File: config.mk
export PLATFORM = sky130hd
export DESIGN_NAME = mcu_instruction_execute
export DESIGN_NICKNAME = d
export VERILOG_FILES = /design/src/inc/exec_pkg.sv /design/src/rtl/mcu_instruction_execute.sv /design/src/rtl/exec_alu.sv /design/src/rtl/ret_stack.sv
export SDC_FILE = /design/constraint.sdc
export NUM_CORES = 2
export LEC_CHECK = 0
export BUFFER_PORTS_ARGS = -buffer_cell sky130_fd_sc_hd__buf_2
export CORE_MARGIN = 2
export CORE_UTILIZATION = 55
export DETAILED_ROUTE_END_ITERATION = 8
export PLACE_DENSITY_LB_ADDON = 0.1
export SLEW_MARGIN = 0
export SYNTH_ARGS = -nofsm -noshare
export SYNTH_HDL_FRONTEND = slang
export SYNTH_SLANG_ARGS = --single-unit
File: constraint.sdc
create_clock -name i_ref_clk -period 11.1 [get_ports i_ref_clk]
set_input_delay 2.22 -clock i_ref_clk [delete_from_list [all_inputs] [get_ports i_ref_clk]]
set_output_delay 2.22 -clock i_ref_clk [all_outputs]
set_load 0.02 [all_outputs]
File: src/inc/exec_pkg.sv
// constants and types shared by the instruction execute core
package exec_pkg;
   // ************************************************
   // instruction codes
   // ************************************************
   typedef enum logic [4:0] {
      OP_NOP       = 5'h00,
      OP_PRECLR_A  = 5'h01,
      OP_PRECLR_B  = 5'h02,
      OP_INV_MEM   = 5'h03,
      OP_INV_ACC   = 5'h04,
      OP_DEC_ADJ   = 5'h05,
      OP_DEC_MEM   = 5'h06,
      OP_DEC_ACC   = 5'h07,
      OP_INC_MEM   = 5'h08,
      OP_INC_ACC   = 5'h09,
      OP_POWERDOWN = 5'h0A,
      OP_JUMP      = 5'h0B,
      OP_MOV_M2A   = 5'h0C,
      OP_MOV_X2A   = 5'h0D,
      OP_MOV_A2M   = 5'h0E,
      OP_OR_M2A    = 5'h0F,
      OP_OR_X2A    = 5'h10,
      OP_OR_MEM    = 5'h11,
      OP_SUB_RET   = 5'h12,
      OP_RET_IMM   = 5'h13,
      OP_IRQ_RET   = 5'h14,
      OP_ROL_MEM   = 5'h15,
      OP_ROL_ACC   = 5'h16
   } op_t;

   typedef enum logic [1:0] {
      ST_EXEC  = 2'h0,
      ST_DUMMY = 2'h1,
      ST_HALT  = 2'h2
   } state_t;

   typedef enum logic [1:0] {
      PRE_NONE = 2'h0,
      PRE_A    = 2'h1,
      PRE_B    = 2'h2
   } preclr_t;

   // ************************************************
   // arithmetic constants
   // ************************************************
   localparam logic [3:0] NIB_MAX    = 4'h9;
   localparam logic [7:0] ADJ_NONE   = 8'h00;
   localparam logic [7:0] ADJ_LO     = 8'h06;
   localparam logic [7:0] ADJ_HI     = 8'h60;
   localparam logic [7:0] BYTE_ONE   = 8'h01;
   localparam logic [7:0] BYTE_ZERO  = 8'h00;
endpackage

File: src/rtl/mcu_instruction_execute.sv
// instruction execute core: accumulator, flags, data memory and flow
`timescale 1ns/1ps
`default_nettype none
module mcu_instruction_execute
   import exec_pkg::*;
#(
   parameter int          MEM_DEPTH = 160,
   parameter int          ADDR_W    = 8,
   parameter int          PC_W      = 12,
   parameter int          STK_DEPTH = 6,
   parameter logic [11:0] IRQ_VEC   = 12'h004
) (
   // clock and reset
   input  wire logic              i_ref_clk,
   input  wire logic              i_rst_n,
   // instruction
   input  wire logic              i_op_valid,
   input  wire exec_pkg::op_t     i_op,
   input  wire logic [ADDR_W-1:0] i_mem_addr,
   input  wire logic [7:0]        i_imm,
   input  wire logic [PC_W-1:0]   i_target,
   // external events
   input  wire logic              i_call_push,
   input  wire logic [PC_W-1:0]   i_call_addr,
   input  wire logic              i_irq_pending,
   input  wire logic              i_wdog_timeout,
   input  wire logic              i_wake,
   input  wire logic              i_flag_load,
   input  wire logic              i_carry_in,
   input  wire logic              i_half_carry_in,
   // status
   output logic                   o_ready,
   output logic [PC_W-1:0]        o_pc,
   output logic [7:0]             o_acc,
   output logic                   o_zero_flag,
   output logic                   o_carry_flag,
   output logic                   o_half_carry_flag,
   output logic                   o_timeout_flag,
   output logic                   o_powerdown_flag,
   output logic                   o_global_irq_enable,
   // watchdog, clock control and interrupt acknowledge
   output logic                   o_wdog_clear,
   output logic                   o_prescaler_clear,
   output logic                   o_clock_gated,
   output logic                   o_irq_ack
);
   // ************************************************
   // state
   // ************************************************
   typedef struct packed {
      state_t                     st;
      logic                       ready;
      logic [PC_W-1:0]            pc;
      logic [7:0]                 acc;
      logic                       z;
      logic                       c;
      logic                       hc;
      logic                       to;
      logic                       pwdn;
      logic                       gie;
      preclr_t                    last;
      logic                       wclr;
      logic                       pclr;
      logic                       iack;
      logic                       gated;
      logic [MEM_DEPTH-1:0][7:0]  mem;
   } core_t;
   core_t      r_reg;
   core_t      r_next;
   logic       take;
   logic [7:0] rd_data;
   logic [7:0] alu_res;
   logic       alu_z;
   logic       alu_c;
   logic       pop;
   logic [PC_W-1:0] stk_top;
   // ************************************************
   // decode helpers
   // ************************************************
   function automatic logic writes_mem(input op_t op);
      return op inside {OP_INV_MEM, OP_DEC_ADJ, OP_DEC_MEM, OP_INC_MEM,
                        OP_MOV_A2M, OP_OR_MEM, OP_ROL_MEM};
   endfunction
   function automatic logic writes_acc(input op_t op);
      return op inside {OP_INV_ACC, OP_DEC_ACC, OP_INC_ACC, OP_MOV_M2A,
                        OP_MOV_X2A, OP_OR_M2A, OP_OR_X2A, OP_RET_IMM,
                        OP_ROL_ACC};
   endfunction
   function automatic logic sets_zero(input op_t op);
      return op inside {OP_INV_MEM, OP_INV_ACC, OP_DEC_MEM, OP_DEC_ACC,
                        OP_INC_MEM, OP_INC_ACC, OP_OR_M2A, OP_OR_X2A,
                        OP_OR_MEM};
   endfunction

   // ************************************************
   // datapath
   // ************************************************
   assign take = r_reg.ready && i_op_valid;
   assign rd_data = (int'(i_mem_addr) < MEM_DEPTH) ?
                    r_reg.mem[i_mem_addr] : BYTE_ZERO;
   assign pop = take && (i_op == OP_SUB_RET || i_op == OP_RET_IMM ||
                (i_op == OP_IRQ_RET && !i_irq_pending));
   exec_alu u_alu (
      .i_op         (i_op),
      .i_acc        (r_reg.acc),
      .i_mem        (rd_data),
      .i_imm        (i_imm),
      .i_carry      (r_reg.c),
      .i_half_carry (r_reg.hc),
      .o_result     (alu_res),
      .o_zero       (alu_z),
      .o_carry      (alu_c)
   );
   ret_stack #(
      .DEPTH (STK_DEPTH),
      .W     (PC_W)
   ) u_stack (
      .i_ref_clk   (i_ref_clk),
      .i_rst_n     (i_rst_n),
      .i_push      (i_call_push),
      .i_push_addr (i_call_addr),
      .i_pop       (pop),
      .o_top       (stk_top)
   );

   // ************************************************
   // next state
   // ************************************************
   always_comb begin
      r_next      = r_reg;
      r_next.wclr = 1'b0;
      r_next.pclr = 1'b0;
      r_next.iack = 1'b0;
      if (i_flag_load) begin
         r_next.c  = i_carry_in;
         r_next.hc = i_half_carry_in;
      end
      case (r_reg.st)
         ST_DUMMY: r_next.st = ST_EXEC;
         ST_HALT: begin
            if (i_wake) begin
               r_next.st = ST_EXEC;
            end
         end
         default: begin
            if (take) begin
               r_next.pc = r_reg.pc + 1'b1;
               if (writes_mem(i_op) && int'(i_mem_addr) < MEM_DEPTH) begin
                  r_next.mem[i_mem_addr] = alu_res;
               end
               if (writes_acc(i_op)) begin
                  r_next.acc = alu_res;
               end
               if (sets_zero(i_op)) begin
                  r_next.z = alu_z;
               end
               if (i_op == OP_DEC_ADJ) begin
                  r_next.c = alu_c;
               end
               case (i_op)
                  OP_PRECLR_A, OP_PRECLR_B: begin
                     if ((i_op == OP_PRECLR_A && r_reg.last == PRE_B) ||
                         (i_op == OP_PRECLR_B && r_reg.last == PRE_A)) begin
                        r_next.wclr = 1'b1;
                        r_next.to   = 1'b0;
                        r_next.pwdn = 1'b0;
                        r_next.last = PRE_NONE;
                     end else begin
                        r_next.last = (i_op == OP_PRECLR_A) ?
                                      PRE_A : PRE_B;
                     end
                  end
                  OP_POWERDOWN: begin
                     r_next.st   = ST_HALT;
                     r_next.wclr = 1'b1;
                     r_next.pclr = 1'b1;
                     r_next.pwdn = 1'b1;
                     r_next.to   = 1'b0;
                  end
                  OP_JUMP: begin
                     r_next.pc = i_target;
                     r_next.st = ST_DUMMY;
                  end
                  OP_SUB_RET, OP_RET_IMM: begin
                     r_next.pc = stk_top;
                     r_next.st = ST_DUMMY;
                  end
                  OP_IRQ_RET: begin
                     r_next.st = ST_DUMMY;
                     if (i_irq_pending) begin
                        r_next.pc   = IRQ_VEC[PC_W-1:0];
                        r_next.gie  = 1'b0;
                        r_next.iack = 1'b1;
                     end else begin
                        r_next.pc  = stk_top;
                        r_next.gie = 1'b1;
                     end
                  end
                  default: ;
               endcase
            end
         end
      endcase
      if (i_wdog_timeout) begin
         r_next.to = 1'b1;
      end
      r_next.ready = (r_next.st == ST_EXEC);
      r_next.gated = (r_next.st == ST_HALT);
   end

   always_ff @(posedge i_ref_clk or negedge i_rst_n) begin
      if (!i_rst_n) begin
         r_reg       <= '0;
         r_reg.st    <= ST_EXEC;
         r_reg.ready <= 1'b1;
         r_reg.last  <= PRE_NONE;
      end else begin
         r_reg <= r_next;
      end
   end

   // ************************************************
   // outputs
   // ************************************************
   assign o_ready             = r_reg.ready;
   assign o_pc                = r_reg.pc;
   assign o_acc               = r_reg.acc;
   assign o_zero_flag         = r_reg.z;
   assign o_carry_flag        = r_reg.c;
   assign o_half_carry_flag   = r_reg.hc;
   assign o_timeout_flag      = r_reg.to;
   assign o_powerdown_flag    = r_reg.pwdn;
   assign o_global_irq_enable = r_reg.gie;
   assign o_wdog_clear        = r_reg.wclr;
   assign o_prescaler_clear   = r_reg.pclr;
   assign o_clock_gated       = r_reg.gated;
   assign o_irq_ack           = r_reg.iack;
endmodule
`default_nettype wire

File: src/rtl/exec_alu.sv
// result and flag computation for the execute core
`timescale 1ns/1ps
`default_nettype none
module exec_alu
   import exec_pkg::*;
(
   // operation
   input  wire exec_pkg::op_t i_op,
   // operands
   input  wire logic [7:0]    i_acc,
   input  wire logic [7:0]    i_mem,
   input  wire logic [7:0]    i_imm,
   input  wire logic          i_carry,
   input  wire logic          i_half_carry,
   // results
   output logic [7:0]         o_result,
   output logic               o_zero,
   output logic               o_carry
);
   logic [7:0] adj;
   logic [8:0] sum9;

   always_comb begin
      adj = ADJ_NONE;
      if ((i_acc[3:0] > NIB_MAX) || i_half_carry) begin
         adj = adj | ADJ_LO;
      end
      if ((i_acc[7:4] > NIB_MAX) || i_carry) begin
         adj = adj | ADJ_HI;
      end
      sum9 = {1'b0, i_acc} + {1'b0, adj};
      o_carry = i_carry;
      case (i_op)
         OP_INV_MEM, OP_INV_ACC: o_result = ~i_mem;
         OP_DEC_ADJ: begin
            o_result = sum9[7:0];
            o_carry  = sum9[8] | i_carry;
         end
         OP_DEC_MEM, OP_DEC_ACC: o_result = i_mem - BYTE_ONE;
         OP_INC_MEM, OP_INC_ACC: o_result = i_mem + BYTE_ONE;
         OP_MOV_M2A:             o_result = i_mem;
         OP_MOV_X2A, OP_RET_IMM: o_result = i_imm;
         OP_MOV_A2M:             o_result = i_acc;
         OP_OR_M2A, OP_OR_MEM:   o_result = i_acc | i_mem;
         OP_OR_X2A:              o_result = i_acc | i_imm;
         OP_ROL_MEM, OP_ROL_ACC: o_result = {i_mem[6:0], i_mem[7]};
         default:                o_result = i_acc;
      endcase
      o_zero = (o_result == BYTE_ZERO);
   end
endmodule
`default_nettype wire

File: src/rtl/ret_stack.sv
// hardware return-address stack, top at entry zero
`timescale 1ns/1ps
`default_nettype none
module ret_stack #(
   parameter int DEPTH = 6,
   parameter int W     = 12
) (
   // clock and reset
   input  wire logic         i_ref_clk,
   input  wire logic         i_rst_n,
   // control
   input  wire logic         i_push,
   input  wire logic [W-1:0] i_push_addr,
   input  wire logic         i_pop,
   // top of stack
   output logic [W-1:0]      o_top
);
   typedef struct packed {
      logic [DEPTH-1:0][W-1:0] ent;
   } stk_t;

   stk_t stk_reg;
   stk_t stk_next;

   always_comb begin
      stk_next = stk_reg;
      if (i_push) begin
         stk_next.ent = {stk_reg.ent[DEPTH-2:0], i_push_addr};
      end else if (i_pop) begin
         stk_next.ent = {stk_reg.ent[DEPTH-1], stk_reg.ent[DEPTH-1:1]};
      end
   end

   always_ff @(posedge i_ref_clk or negedge i_rst_n) begin
      if (!i_rst_n) begin
         stk_reg <= '0;
      end else begin
         stk_reg <= stk_next;
      end
   end

   assign o_top = stk_reg.ent[0];
endmodule
`default_nettype wire

# After elaboration in Yosys (flattened, before gate mapping)
# Cells that the tools add are included.
# W data, S select, Z words.
[classes] n_eq_ne=30 order_cmp=5 n_bitwise=5 n_reduce_logical=40 n_addsub=4 n_mux=36
[ops] cell="$bwmux W1280" count=1
[ops] cell="$mux W72" count=1
[ops] cell="$pmux W8 S9" count=1
[ops] cell="$bmux W8 S8" count=1
[ops] cell="$demux W8 S8" count=1
[ops] cell="$mux W60" count=1
[ops] cell="$eq A5 B4 Y1 const B" count=8
[ops] cell="$mux W8" count=5
[ops] cell="$pmux W12 S3" count=1
[ops] cell="$eq A5 B5 Y1 const B" count=7
[ops] cell="$eq A5 B3 Y1 const B" count=4
[ops] cell="$reduce_bool A9 Y1" count=2
[ops] cell="$reduce_or A2 Y1" count=9
[ops] cell="$or A8 B8 Y8" count=2
[ops] cell="$reduce_and A3 Y1" count=5
[ops] cell="$mux W2" count=7
[ops] cell="$add A12 B1 Y12 const B" count=1
[ops] cell="$mux W12" count=1
[ops] cell="$pmux W2 S2" count=3
[ops] cell="$eq A5 B2 Y1 const B" count=2
[ops] cell="$mux W1" count=10
[ops] cell="$add A8 B7 Y9" count=1
[ops] cell="$lt A8 B9 Y1 const B" count=1
[ops] cell="$add A8 B1 Y8 const B" count=1
[ops] cell="other kinds (27)" count=44
[totals] reg_bits=1387 wordCells=301 input_bits=55

# Longest topological paths before layout
[depth] depth_word=9 ltp_mapped=24

# By module
# Synthesis repeated with hierarchy kept, for this count alone.
[hier_totals] hier_cells=4711 area_unflattened_um2=65869.4
[modules_own_cells] mod="mcu_instruction_execute" seq_area_each_um2=32907.8 area_per_inst_um2=60850.9 cells_per_inst=4181 instances=1
[modules_own_cells] mod="ret_stack" seq_area_each_um2=1801.7 area_per_inst_um2=3354.5 cells_per_inst=297 instances=1
[modules_own_cells] mod="exec_alu" seq_area_each_um2=0.0 area_per_inst_um2=1664.1 cells_per_inst=233 instances=1

# Worst setup path after synthesis
# Ideal clock, no wire load.
[synth_path] path_type="input to register" from="in i_mem_addr[0]" to="reg r_reg[162] (netlist bit)" setup_time_ns=0.133 arrival_ns=6.976 setup_slack_ns=3.991 cell_stages=22 required_time_ns=10.967 path_cell_list="buf_4 -> buf_6 -> buf_2 -> buf_2 -> mux4_2 -> a22oi_1 -> a21oi_1 -> or2_1 -> nor4_1 -> nand4_1 -> ha_1 -> nor2b_1 -> a21oi_1 -> nor2_1 -> a2111oi_0 -> o311ai_0 -> o21ai_0 -> o2111ai_1 -> nand3_1 -> clkbuf_1 -> clkbuf_1 -> o21ai_0"
[synth_between] elab_chain_len=6 elab_cells_between_ends=17
[synth_lines] item="start: declaration" line="mcu_instruction_execute.sv:19" source="input wire logic [ADDR_W-1:0] i_mem_addr,"
[synth_lines] item="$bmux W8 S8" line="mcu_instruction_execute.sv:100" source="r_reg.mem[i_mem_addr] : BYTE_ZERO;"
[synth_lines] item="$mux W8 (implied by the code)" line="mcu_instruction_execute.sv:100"
[synth_lines] item="$mux W8" line="mcu_instruction_execute.sv:99" source="assign rd_data = (int'(i_mem_addr) < MEM_DEPTH) ?"
[synth_lines] item="$add A8 B1 Y8, or another cell as far along" line="exec_alu.sv:40" source="OP_INC_MEM, OP_INC_ACC: o_result = i_mem + BYTE_ONE;"
[synth_lines] item="$pmux W8 S9" line="exec_alu.sv:33" source="case (i_op)"
[synth_lines] item="$bwmux W1280" line="mcu_instruction_execute.sv:149" source="r_next.mem[i_mem_addr] = alu_res;"
[synth_lines] item="end signal: assignment" line="mcu_instruction_execute.sv:218" source="r_reg <= r_next;"
[synth_lines] item="end: declaration" line="mcu_instruction_execute.sv:68" source="core_t r_reg;"
# Parallel ways exist; a longest one is shown, timed or not. The select of a mux whose other input is x is not followed.
# A chain may end at the register's enable or synchronous reset.

# Worst setup path after layout
[layout_path] from="in i_mem_addr[0]" to="reg r_reg[1274] (netlist bit)"
# Same word-level chain as after synthesis.

==> run metrics <==
status=finished, violations left; failing checks=max-capacitance violations, max-slew violations; Seq pwr share=45.3%; worst-path fanout max=68; post-CTS resize count=0; delay-heaviest family, CP=compound AO/OA/AOI/OAI gates; CTS Hold Buffers Added=0; DP HPWL=117 mm; Max-slew headroom=-10.0%; EDFF count, synth=0; Arr. time, crit path=9120 ps; CP max stage cell=nand3_4; most used cell along the critical path=nor2_1; Max Fclk=0.117 GHz; Die Area=119000 um2; total of max-cap violations=1; WHS Path Cells=2; leakage=31.9 nW; clock tree root buffer cell=clkbuf_16; Seq cells post-synth=1387; area share of the largest cell type after synthesis=54.3%; worst-path cell chain=buf_8 -> buf_12 -> mux4_2 -> a22oi_1 -> nor2_1 -> nor3_1 -> o2111ai_1 -> nor2_1 -> xnor2_1 -> ha_1 -> nor2b_1 -> a21oi_1 -> nor2_1 -> a2111oi_0 -> o311ai_0 -> o21ai_0 -> o2111ai_1 -> nand3_4 -> buf_4 -> o21ai_0; Chip Width=345 um; Synth cell types=78; antenna violations before repair=2; Setup Skew=28.9 ps; number of global-route vias before repair=42200; clk sinks=1387; Buffers & Inverters on Critical Path=3; DRT iter0 DRCs=4071; Max VDD drop=0.139 mV; part of the Yosys area used for sequential elements=54.3%; core region area=116000 um2; CP endpoint kind=flop; max reg flops=1284; CTS tree=done; Worst Path Class, Setup=in -> reg; CP Launch Point=i_mem_addr[0]; start point of the worst hold path=r_reg[855]$_DFFE_PN0P_; WP depth=20; r2r startpoint=r_reg[985]$_DFFE_PN0P_; RSZ-0062 raised after global routing=false; Switching Share=28.0%; Tot GR Track Use=31.5%; PwrDens=168 nW/um2; DRC violations left=0; Reg clk slew, reported paths=60 ps; initial core utilization=55.2%; Synth Flop Type=dfrtp_1; Synth area leader=dfrtp_1; largest net degree at the start of global routing=178; cells on worst reg2reg path=18; PortBufs=85; per-cell routed wire length=26.9 um; total CTS buffers=149; Syn-to-layout area delta=9.35%; Mapped Cells=5370; post-route ant nets=0; Final setup viols=0; fin. max-slew vios=2; Pint=8.45 mW; clock period minus final worst setup slack=8520 ps; setup bufs post-CTS=0; H-tree levels=4; Layout Nets=5252; syn_nets=5437; synthesized area=63900 um2; Die Span Y=345 um; first-pass detailed-route iteration total=8; clk buf depth=3; Worst Tran Pin Value=1610 ps; post-layout instance area=69900 um2; Post-Syn Area per Cell=11.9 um2; row count=125; asr flop ratio synth=100%; overflow left after global routing=0; switching power=3.29 mW; Top Ports=86; Worst Path Required=11700 ps; gpl congestion=0.928; Clk Latency, worst-skew pair=770 ps; YS warnings=0; crit-path max cell delay=700 ps; Hold Fails Final Rpt=0; period utilization=76.7%; Startpoint Class=input pin; R2R Setup Slk=4760 ps; DR vias/cell=6.32; Pwr Total=11.7 mW; detailed-route via count=43100; combinational share of power=12.4%; Setup TNS Final=0 ps; DP Area=65000 um2; antenna cells=0; Synth area leaders=dfrtp_1 54%, mux4_2 11%, mux2_2 10%; layout cells sized above 1=25.1%; Worst Hold Class=reg -> reg; first-pass GRT wire length=280 mm; clock network power share=42.3%; routed wire length=183 mm
## power by group through the flow
stage / sequential (mW) / clock [mW] / combinational (mW)
floorplan: 5.37 / 0 / 0.953
global placement: 5.40 / 0 / 1.45
detailed placement: 5.41 / 0 / 1.45
CTS: 5.32 / 5.03 / 1.46
global route: 5.34 / 5.24 / 1.58
finish: 5.32 / 4.97 / 1.46
## cells by family (layout without fill, tap and decap cells)
group / count (synthesis) / in the layout / synth area share [%]
flops: 1387 / 1387 / 54.3
simple gates: 1287 / 1287 / 8.36
compound gates: 1085 / 1085 / 9.53
mux: 1066 / 1066 / 23.7
buf+inv: 525 / 454 / 3.73
fa+ha+maj: 12 / 12 / 0.247
xor+xnor: 8 / 8 / 0.110
## area by class of cell
| class | instances | area (um2) |
|---|---|---|
| Clock inverter | 40 | 378 |
| Fill cell | 9403 | 45900 |
| Clock buffer | 225 | 4500 |
| Inverter | 22 | 85.1 |
| Timing Repair Buffer | 167 | 1250 |
| Multi-Input combinational cell | 3458 | 27000 |
| Tap cell | 1524 | 1910 |
| Sequential cell | 1387 | 34700 |
## routing by layer
metal  track usage, %  vias up  routed length (um)
li1                 -    18800                   -
met1             45.7    22300               79500
met2             47.7     1651               83500
met3             5.95      358               13400
met4             11.8        6                6980
met5            0.441        -                  89
## layout by cell type (no fill, tap or decap), drive strengths merged, types with 9 or more instances in the layout
| cell type | synthesis | final |
|---|---|---|
| mux4 | 298 | 298 |
| inv | 21 | 28 |
| and3 | 22 | 22 |
| a22o | 10 | 10 |
| o21ai | 709 | 709 |
| a21oi | 173 | 173 |
| mux2 | 585 | 585 |
| nand2b | 17 | 17 |
| ha | 11 | 11 |
| mux2i | 183 | 183 |
| clkbuf | 343 | 225 |
| a22oi | 65 | 65 |
| nand2 | 871 | 871 |
| nor2 | 226 | 226 |
| nand4 | 13 | 13 |
| o32ai | 9 | 9 |
| buf | 160 | 167 |
| nand3 | 36 | 36 |
| nor2b | 13 | 13 |
| clkinv | 1 | 29 |
| a31oi | 10 | 10 |
| nor3 | 30 | 30 |
| a221oi | 21 | 21 |
| dfrtp | 1386 | 1386 |
## tightest hold or removal path: stages, from the launching register on
cell,delay [ps]
dfrtp_1,330
nand2_1,40
o21ai_0,60
## per-stage QoR
step                      util (%)  hold slack [ps]  cells  setup slack [ps]
final                         60.4              474   6823              2580
after global routing          60.4              487   6823              2250
after CTS                     60.4              477   6823              2930
after detailed placement      56.1              465   6558              2150
after global placement        56.1              456   6558              2220
after floorplan                  -              445   5370              3990
## cell usage after synthesis, types with 5 or more instances
| library cell | n |
|---|---|
| dfrtp_1 | 1386 |
| nand2_1 | 871 |
| o21ai_0 | 709 |
| mux2_2 | 585 |
| clkbuf_1 | 343 |
| mux4_2 | 298 |
| nor2_1 | 226 |
| mux2i_1 | 183 |
| a21oi_1 | 172 |
| buf_2 | 85 |
| a22oi_1 | 65 |
| buf_4 | 41 |
| nand3_1 | 36 |
| nor3_1 | 30 |
| and3_1 | 22 |
| a221oi_1 | 21 |
| inv_1 | 21 |
| buf_6 | 20 |
| nand2b_1 | 17 |
| buf_1 | 14 |
| nand4_1 | 13 |
| nor2b_1 | 13 |
| ha_1 | 11 |
| a22o_1 | 10 |
| a31oi_1 | 9 |
| o32ai_1 | 9 |
| o31ai_1 | 8 |
| and2_1 | 7 |
| nor3b_1 | 7 |
| o211ai_1 | 7 |
| o22ai_1 | 7 |
| or3_1 | 7 |
| a311oi_1 | 6 |
| nor4_1 | 6 |
| o2111ai_1 | 6 |
| o21a_1 | 6 |
| xnor2_1 | 6 |
| a31o_2 | 5 |
| nand4bb_1 | 5 |
## final timing paths
check	end
max	r_reg[1274]$_DFFE_PN0P_
min	r_reg[855]$_DFFE_PN0P_
max reg2reg	r_reg[1274]$_DFFE_PN0P_
min reg2reg	r_reg[855]$_DFFE_PN0P_
max in group asynchronous	r_reg[891]$_DFFE_PN0P_
min in group asynchronous	r_reg[654]$_DFFE_PN0P_
No activity file was read; power rests on OpenSTA's default activity.
